**src/rtl/drive_homing_io_map.vh**
```
`ifndef DRIVE_HOMING_IO_MAP_VH
`define DRIVE_HOMING_IO_MAP_VH
// parameter addresses
`define ADDR_POWER_ON_ENABLE_POLICY  16'h050C
`define ADDR_PIN1_FUNCTION_SELECT    16'h0722
`define ADDR_DIRECT_OUTPUT_BITS      16'h0822
`define ADDR_HOMING_PRESET_POSITION  16'h1B2C
`define ADDR_OVERTRAVEL_SEARCH_LIMIT 16'h281A
// reset values and maximum search limit
`define RST_POWER_ON_ENABLE_POLICY   16'h0000
`define RST_PIN1_FUNCTION_SELECT     16'h0001
`define RST_DIRECT_OUTPUT_BITS       16'h0000
`define RST_HOMING_PRESET_POSITION   32'h0000_0000
`define RST_OVERTRAVEL_SEARCH_LIMIT  32'h0000_0000
`define MAX_OVERTRAVEL_SEARCH_LIMIT  32'h7FFF_FFFF
// enable policy codes
`define POLICY_EDGE                  16'h0000
`define POLICY_LEVEL                 16'h0001
`define POLICY_AUTO                  16'h0002
// pin 1 function codes
`define FN_IN_FREE                   16'h0001
`define FN_IN_FAULT_RESET            16'h0002
`define FN_IN_ENABLE                 16'h0003
`define FN_IN_HALT                   16'h0004
`define FN_IN_JOG_POS                16'h0009
`define FN_IN_JOG_FAST               16'h000A
`define FN_IN_HOME_SWITCH            16'h0014
`define FN_IN_POS_TRAVEL_STOP        16'h0015
`define FN_OUT_FREE                  16'h0065
`define FN_OUT_NO_FAULT              16'h0066
`define FN_OUT_READY                 16'h0067
// homing method using the preset position
`define HOMING_METHOD_PRESET         8'h23
`endif

```
**src/rtl/drive_homing_io_config.v**
```verilog
// Notes on behaviour
// - signed 32-bit preset, used by method 35 immediately
// - zero search limit disables distance monitoring
// - nonzero limit cancels homing on overrun
// - policy 0 enables on enable-input rising edge
// - policy 1 enables while enable input active
// - policy 2 enables automatically
// - policy change applies at next enable
// - output bits drive digital outputs in order
// - pin-1 input codes select input role
// - pin-1 codes 101-103 select output role
// - fault reset and enable only local mode
// - pin function writable only when disabled
// - pin function applies after next power-on
`timescale 1ns/1ps
`default_nettype none
`include "drive_homing_io_map.vh"
module drive_homing_io_config #(
    parameter OUT_WIDTH = 16
) (
    // clock and reset
    input  wire                 sys_clk,
    input  wire                 sys_rst,
    // parameter access
    input  wire                 par_wr,
    input  wire                 par_rd,
    input  wire [15:0]          par_addr,
    input  wire [31:0]          par_wdata,
    output reg  [31:0]          par_rdata_r,
    output reg                  par_ack_r,
    output reg                  par_err_r,
    // drive state
    input  wire                 local_mode,
    input  wire                 disable_req,
    input  wire                 drive_fault,
    input  wire                 drive_ready,
    input  wire [7:0]           homing_method,
    input  wire                 move_start,
    input  wire                 search_active,
    input  wire                 step_pulse,
    input  wire                 switch_seen,
    // local pin 1
    input  wire                 local_io_pin1_in,
    output reg                  local_io_pin1_out_r,
    output reg                  local_io_pin1_oe_r,
    // results
    output reg                  power_stage_en_r,
    output reg                  fault_reset_r,
    output reg                  halt_r,
    output reg                  jog_positive_r,
    output reg                  jog_fast_r,
    output reg                  home_switch_r,
    output reg                  positive_travel_stop_r,
    output reg  [OUT_WIDTH-1:0] digital_out_r,
    output reg  [31:0]          home_position_r,
    output reg                  home_position_load_r,
    output reg                  search_cancel_r
);
    reg [15:0] power_on_enable_policy_r;
    reg [15:0] pin1_function_select_r = `RST_PIN1_FUNCTION_SELECT;
    reg [15:0] direct_output_bits_r;
    reg [31:0] homing_preset_position_r;
    reg [31:0] overtravel_search_limit_r;
    reg [15:0] active_policy_r;
    reg [15:0] pin1_active_fn_r;
    reg        strap_done_r;
    reg        enable_in_d_r;
    reg [31:0] rdata_nxt;
    reg        hit;
    wire       cancel;
    wire       fn_in;
    wire       enable_in;
    wire       enable_rise;
    wire       pin1_wr_ok;

    function is_valid_fn;
        input [15:0] c;
        begin
            case (c)
                `FN_IN_FREE, `FN_IN_FAULT_RESET, `FN_IN_ENABLE, `FN_IN_HALT,
                `FN_IN_JOG_POS, `FN_IN_JOG_FAST, `FN_IN_HOME_SWITCH,
                `FN_IN_POS_TRAVEL_STOP, `FN_OUT_FREE, `FN_OUT_NO_FAULT,
                `FN_OUT_READY: is_valid_fn = 1'b1;
                default: is_valid_fn = 1'b0;
            endcase
        end
    endfunction

    function role_on;
        input [15:0] fn;
        input [15:0] code;
        input        pin;
        begin
            role_on = (fn == code) && pin;
        end
    endfunction

    assign fn_in       = pin1_active_fn_r < `FN_OUT_FREE;
    assign enable_in   = role_on(pin1_active_fn_r, `FN_IN_ENABLE,
                                 local_io_pin1_in) && local_mode;
    assign enable_rise = enable_in && !enable_in_d_r;
    assign pin1_wr_ok  = par_wr && par_addr == `ADDR_PIN1_FUNCTION_SELECT &&
                         !power_stage_en_r &&
                         is_valid_fn(par_wdata[15:0]);

    search_monitor u_search (
        .sys_clk       (sys_clk),
        .sys_rst       (sys_rst),
        .move_start    (move_start),
        .search_active (search_active),
        .step_pulse    (step_pulse),
        .switch_seen   (switch_seen),
        .limit_value   (overtravel_search_limit_r),
        .cancel_r      (cancel)
    );

    always @* begin
        hit = 1'b1;
        case (par_addr)
            `ADDR_POWER_ON_ENABLE_POLICY:
                rdata_nxt = {16'h0000, power_on_enable_policy_r};
            `ADDR_PIN1_FUNCTION_SELECT:
                rdata_nxt = {16'h0000, pin1_function_select_r};
            `ADDR_DIRECT_OUTPUT_BITS:
                rdata_nxt = {16'h0000, direct_output_bits_r};
            `ADDR_HOMING_PRESET_POSITION:
                rdata_nxt = homing_preset_position_r;
            `ADDR_OVERTRAVEL_SEARCH_LIMIT:
                rdata_nxt = overtravel_search_limit_r;
            default: begin
                rdata_nxt = 32'h0000_0000;
                hit = 1'b0;
            end
        endcase
    end

    // parameter access
    always @(posedge sys_clk or posedge sys_rst) begin
        if (sys_rst) begin
            power_on_enable_policy_r  <= `RST_POWER_ON_ENABLE_POLICY;
            direct_output_bits_r      <= `RST_DIRECT_OUTPUT_BITS;
            homing_preset_position_r  <= `RST_HOMING_PRESET_POSITION;
            overtravel_search_limit_r <= `RST_OVERTRAVEL_SEARCH_LIMIT;
            par_rdata_r               <= 32'h0000_0000;
            par_ack_r                 <= 1'b0;
            par_err_r                 <= 1'b0;
        end else begin
            par_ack_r   <= par_wr || par_rd;
            par_err_r   <= 1'b0;
            par_rdata_r <= par_rd ? rdata_nxt : 32'h0000_0000;
            if ((par_wr || par_rd) && !hit)
                par_err_r <= 1'b1;
            if (par_wr && hit) begin
                case (par_addr)
                    `ADDR_POWER_ON_ENABLE_POLICY:
                        if (par_wdata[15:0] <= `POLICY_AUTO)
                            power_on_enable_policy_r <= par_wdata[15:0];
                        else
                            par_err_r <= 1'b1;
                    `ADDR_PIN1_FUNCTION_SELECT:
                        if (!pin1_wr_ok)
                            par_err_r <= 1'b1;
                    `ADDR_DIRECT_OUTPUT_BITS:
                        direct_output_bits_r <= par_wdata[15:0];
                    `ADDR_HOMING_PRESET_POSITION:
                        homing_preset_position_r <= par_wdata;
                    `ADDR_OVERTRAVEL_SEARCH_LIMIT:
                        if (!par_wdata[31])
                            overtravel_search_limit_r <= par_wdata;
                        else
                            par_err_r <= 1'b1;
                    default: par_err_r <= 1'b1;
                endcase
            end
        end
    end

    // kept through sys_rst so a new pin function acts after power-on
    always @(posedge sys_clk) begin
        if (pin1_wr_ok && !sys_rst)
            pin1_function_select_r <= par_wdata[15:0];
    end

    // power stage enable and pin function
    always @(posedge sys_clk or posedge sys_rst) begin
        if (sys_rst) begin
            active_policy_r      <= `RST_POWER_ON_ENABLE_POLICY;
            pin1_active_fn_r     <= `RST_PIN1_FUNCTION_SELECT;
            strap_done_r         <= 1'b0;
            enable_in_d_r        <= 1'b0;
            power_stage_en_r     <= 1'b0;
        end else begin
            enable_in_d_r <= enable_in;
            // pin function captured once after power-on
            if (!strap_done_r) begin
                pin1_active_fn_r <= pin1_function_select_r;
                strap_done_r     <= 1'b1;
            end
            if (power_stage_en_r) begin
                if (disable_req || drive_fault ||
                    (active_policy_r == `POLICY_LEVEL && !enable_in))
                    power_stage_en_r <= 1'b0;
            end else if (strap_done_r && !drive_fault && !disable_req) begin
                case (power_on_enable_policy_r)
                    `POLICY_EDGE: if (enable_rise) begin
                        power_stage_en_r <= 1'b1;
                        active_policy_r  <= power_on_enable_policy_r;
                    end
                    `POLICY_LEVEL: if (enable_in) begin
                        power_stage_en_r <= 1'b1;
                        active_policy_r  <= power_on_enable_policy_r;
                    end
                    `POLICY_AUTO: begin
                        power_stage_en_r <= 1'b1;
                        active_policy_r  <= power_on_enable_policy_r;
                    end
                    default: power_stage_en_r <= 1'b0;
                endcase
            end
        end
    end

    // role outputs and digital outputs
    always @(posedge sys_clk or posedge sys_rst) begin
        if (sys_rst) begin
            fault_reset_r          <= 1'b0;
            halt_r                 <= 1'b0;
            jog_positive_r         <= 1'b0;
            jog_fast_r             <= 1'b0;
            home_switch_r          <= 1'b0;
            positive_travel_stop_r <= 1'b0;
            local_io_pin1_out_r    <= 1'b0;
            local_io_pin1_oe_r     <= 1'b0;
            digital_out_r          <= {OUT_WIDTH{1'b0}};
            home_position_r        <= 32'h0000_0000;
            home_position_load_r   <= 1'b0;
            search_cancel_r        <= 1'b0;
        end else begin
            fault_reset_r <= role_on(pin1_active_fn_r, `FN_IN_FAULT_RESET,
                                     local_io_pin1_in) && local_mode;
            halt_r <= role_on(pin1_active_fn_r, `FN_IN_HALT,
                              local_io_pin1_in);
            jog_positive_r <= role_on(pin1_active_fn_r, `FN_IN_JOG_POS,
                                      local_io_pin1_in);
            jog_fast_r <= role_on(pin1_active_fn_r, `FN_IN_JOG_FAST,
                                  local_io_pin1_in);
            home_switch_r <= role_on(pin1_active_fn_r, `FN_IN_HOME_SWITCH,
                                     local_io_pin1_in);
            positive_travel_stop_r <= role_on(pin1_active_fn_r,
                `FN_IN_POS_TRAVEL_STOP, local_io_pin1_in);
            local_io_pin1_oe_r <= !fn_in;
            case (pin1_active_fn_r)
                `FN_OUT_FREE:
                    local_io_pin1_out_r <= direct_output_bits_r[0];
                `FN_OUT_NO_FAULT:
                    local_io_pin1_out_r <= !drive_fault;
                `FN_OUT_READY:
                    local_io_pin1_out_r <= drive_ready;
                default: local_io_pin1_out_r <= 1'b0;
            endcase
            digital_out_r <= direct_output_bits_r[OUT_WIDTH-1:0];
            home_position_r <= homing_preset_position_r;
            home_position_load_r <= move_start &&
                (homing_method == `HOMING_METHOD_PRESET);
            search_cancel_r <= cancel;
        end
    end
endmodule
`default_nettype wire

```
**src/rtl/search_monitor.v**
```verilog
`timescale 1ns/1ps
`default_nettype none
// tracks travelled distance after switch overtravel and cancels on overrun
module search_monitor (
    // clock and reset
    input  wire        sys_clk,
    input  wire        sys_rst,
    // control
    input  wire        move_start,
    input  wire        search_active,
    input  wire        step_pulse,
    input  wire        switch_seen,
    input  wire [31:0] limit_value,
    // result
    output reg         cancel_r
);
    reg [31:0] limit_r;
    reg [31:0] dist_r;

    always @(posedge sys_clk or posedge sys_rst) begin
        if (sys_rst) begin
            limit_r  <= 32'h0000_0000;
            dist_r   <= 32'h0000_0000;
            cancel_r <= 1'b0;
        end else begin
            // limit latched as the motor starts moving
            if (move_start) begin
                limit_r  <= limit_value;
                dist_r   <= 32'h0000_0000;
                cancel_r <= 1'b0;
            end else if (!search_active || switch_seen) begin
                dist_r <= 32'h0000_0000;
            end else if (step_pulse) begin
                dist_r <= dist_r + 32'h0000_0001;
                // zero limit: no monitoring
                if (limit_r != 32'h0000_0000 &&
                    dist_r + 32'h0000_0001 >= limit_r)
                    cancel_r <= 1'b1;
            end
        end
    end
endmodule
`default_nettype wire

```
**config.mk**
```make
export PLATFORM = sky130hd
export DESIGN_NAME = drive_homing_io_config
export DESIGN_NICKNAME = d
export VERILOG_FILES = /design/src/rtl/drive_homing_io_config.v /design/src/rtl/search_monitor.v
export VERILOG_INCLUDE_DIRS = /design/src /design/src/rtl
export SDC_FILE = /design/constraint.sdc
export NUM_CORES = 1
export LEC_CHECK = 0
export BUFFER_PORTS_ARGS = -buffer_cell sky130_fd_sc_hd__buf_2
export CAP_MARGIN = 20
export CELL_PAD_IN_SITES_DETAIL_PLACEMENT = 1
export CELL_PAD_IN_SITES_GLOBAL_PLACEMENT = 1
export CORE_MARGIN = 3
export CORE_UTILIZATION = 45
export DETAILED_ROUTE_END_ITERATION = 12
export PLACE_DENSITY_LB_ADDON = 0.1
export SYNTH_ARGS = -nofsm -noshare
export SYNTH_HDL_FRONTEND = slang
export SYNTH_SLANG_ARGS = --single-unit
```
**constraint.sdc**
```tcl
create_clock -name sys_clk -period 12.55 [get_ports sys_clk]
set_input_delay 2.51 -clock sys_clk [delete_from_list [all_inputs] [get_ports sys_clk]]
set_output_delay 2.51 -clock sys_clk [all_outputs]
set_load 0.01 [all_outputs]
```
==> out/results.ini <==
[run_status]
status=finished clean

[critical_path]
reg2reg_setup_slack_ns=8.71
r2r-end=u_search.cancel_r
crit_path_end_kind=flip-flop
worstPathMaxFanout=34
critical_path_class=primary input to flip-flop
critPathLaunchType=primary input
cp-endpoint=overtravel_search_limit_r[16]
slowest_delay_ns=0.67
slowest_stage=nand3b_1
crit_path_start=par_addr[9]
crit_arrival_ns=5.34
cpMostUsedCell=buf_4
reg2reg_from=u_search.dist_r[0]
required_ns=12.93
rr_worst_depth=12
cp_cell_sequence=buf_2, or4b_4, nor4_4, buf_4, nand3b_1, buf_4, mux2_2

[routing]
firstDrtPassIters=6
vias=8798
viasPerCell=5.52
drt_iter0_drc=638
postRouteAntennaNets=0
wl_per_cell_microns=20.7
drc_errors=0
drt-total-wl_mm=33.0

[clocking]
clock_latency_ns=0.51
clock_sinks=302
clockRootBuffer=clkbuf_16
clk_pin_slew_ns=0.06
htree_num_levels=2
cts_tree=done
cts_setup_buffers=0
cts_hold_buf=0
cts_made_buffers=35
clockBufferDepth=3
cts_resized=0

[final_layout]
fillers=2900
drive_above_1_share_pct=28.5
layout_commonest_cell=dfrtp_1
antenna_cells=0
fin_nets=1295
layout-area-overhead-vs-synth_pct=18.4
layout_common_cells=dfrtp_1 (285), buf_2 (161), mux2_2 (87)

[worst_hold_path]
whs_path_depth=0
holdCritPathClass=flip-flop to flip-flop
min_from=homing_preset_position_r[21]

[die]
pin_count=162
die_w_microns=174
dieHeight_microns=174
rows=60
die-area_sq_um=30300
core_area_sq_um=27300
start_util_pct=46.5

[place]
port_buffers=161
dpl.hpwl_mm=22.6
gp_congestion=0.822
dp_slack_ns=7.08

[sta]
slew_viol_final=0
hold_viol=0
worstMarginPinSlew_ns=0.878
setup_viol=0
timing.setup.tns_ns=0
clock.fmax_mhz=201
finalClockSkew_ns=0.0204
maxSlewHeadroom_pct=41.5
finalCritPeriodShare_pct=39.6
period_needed_ns=4.97
final.setup.worst_slack_ns=7.58
rsz0062_at_grt=no

[synthesis]
ys_seq_area_share_pct=60.1
synth_cells=1031
synth_area_leaders=dfrtp_1 (56%), mux2_2 (7.7%), edfxtp_1 (3.8%)
post_synth.cell_area_avg_sq_um=12.3
synth-edff-count=16
ys.flop_type=dfrtp_1
synthesis.area_sq_um=12700
async_flop_share_pct=94.7
synth.largest_area_cell=dfrtp_1
yosys.area.top_type_share_pct=56.1
yosysWarningCount=0
yosys_register_bits=302
synth_cell_type_count=67
synth_fp_nets=1132

[pwr]
p_leak_nw=7.32
powerDensity_nw_per_um2=136
ir_worst_vdd_mv=0.0786

[global_route]
grt_pass1_wl_mm=53.5
grt_overflow=0
grtUsageTotal_pct=21.9
grt_max_degree=153
grt_pass1_vias=9541
antenna_found_initial=2

[run]
drv_cap=0

[where the power goes]
group          leakage (nW)  switching (W)  internal [W]
sequential             4.09     0.00000437      0.000984
clock                 0.574       0.000407      0.000590
combinational          2.66      0.0000397     0.0000173
[cell usage after synthesis, types with 10 or more instances]
cell type / count
nand4_1: 25
nor4_1: 19
inv_1: 40
xor2_1: 36
nand2_1: 70
a222oi_1: 16
clkbuf_1: 29
nand3_1: 28
o21ai_0: 39
edfxtp_1: 16
mux2_4: 10
a21oi_1: 33
mux2_2: 87
a22oi_1: 31
xnor2_1: 22
nor2_1: 65
dfrtp_1: 285
nor3_1: 13
and3_1: 10
ha_1: 32
and2_1: 30
[worst min path at each step]
stage                          endpoint  slack [ns]
floorplan           home_position_r[31]        0.36
global placement    home_position_r[31]        0.38
detailed placement  home_position_r[19]        0.39
CTS                 home_position_r[21]        0.40
global route        home_position_r[31]        0.41
finish              home_position_r[21]        0.39
[through the flow]
stage	util [%]	cell area (sq um)	hold WS [ns]	power, W	instances
finish	55.1	15100	0.394	0.00204	1593
global route	55.1	15100	0.407	0.00212	1593
CTS	55.0	15000	0.396	0.00207	1592
detailed placement	50.8	13900	0.386	0.00106	1528
global placement	50.8	13900	0.378	0.00106	1528
floorplan	-	12700	0.362	0.00103	1031
[critical path, delay by kind of cell]
kind / cells / cell delay, ns
simple gates: 3 / 1.45
buf+inv: 3 / 1.04
mux: 1 / 0.30
[routing by layer]
metal	track usage (%)	part of all wire, %	wire, microns	vias to the layer above
li1	-	-	-	4018
met1	31.8	47	15500	4488
met2	34.4	46	15100	247
met3	4.39	5.8	1910	43
met4	4.89	1.6	533	2
met5	0	0.021	7	-
[cell families (layout without fill, tap and decap cells)]
logic type,after synthesis,count (layout),share of synthesized area (%)
adders and majority gates,32,32,3.15
DFF,302,302,60.1
other,1,1,0.0295
muxes,101,101,9.21
buffers and inverters,87,277,2.85
and+or+nand+nor,305,305,13.1
xor gates and xnor gates,58,58,3.99
AOI/OAI and AO/OA,145,145,7.55
[area by class of cell]
class / instances / area [sq um] / area share, %
sequential: 302 / 7640 / 50.7
multi-input combinational: 642 / 4730 / 31.4
clock buffer: 45 / 1000 / 6.67
timing repair buffer: 173 / 916 / 6.08
tap: 372 / 465 / 3.09
inverter: 40 / 158 / 1.05
clock inverter: 19 / 143 / 0.948
[state kept, by name (all words and copies together) (netlist names), 16 cells and up]
register                   cells
home_position_r               32
homing_preset_position_r      32
par_rdata_r                   32
u_search.dist_r               32
overtravel_search_limit_r     31
u_search.limit_r              31
active_policy_r               16
digital_out_r                 16
direct_output_bits_r          16
pin1_active_fn_r              16
pin1_function_select_r        16
power_on_enable_policy_r      16
(Power assumes the default switching activity.)
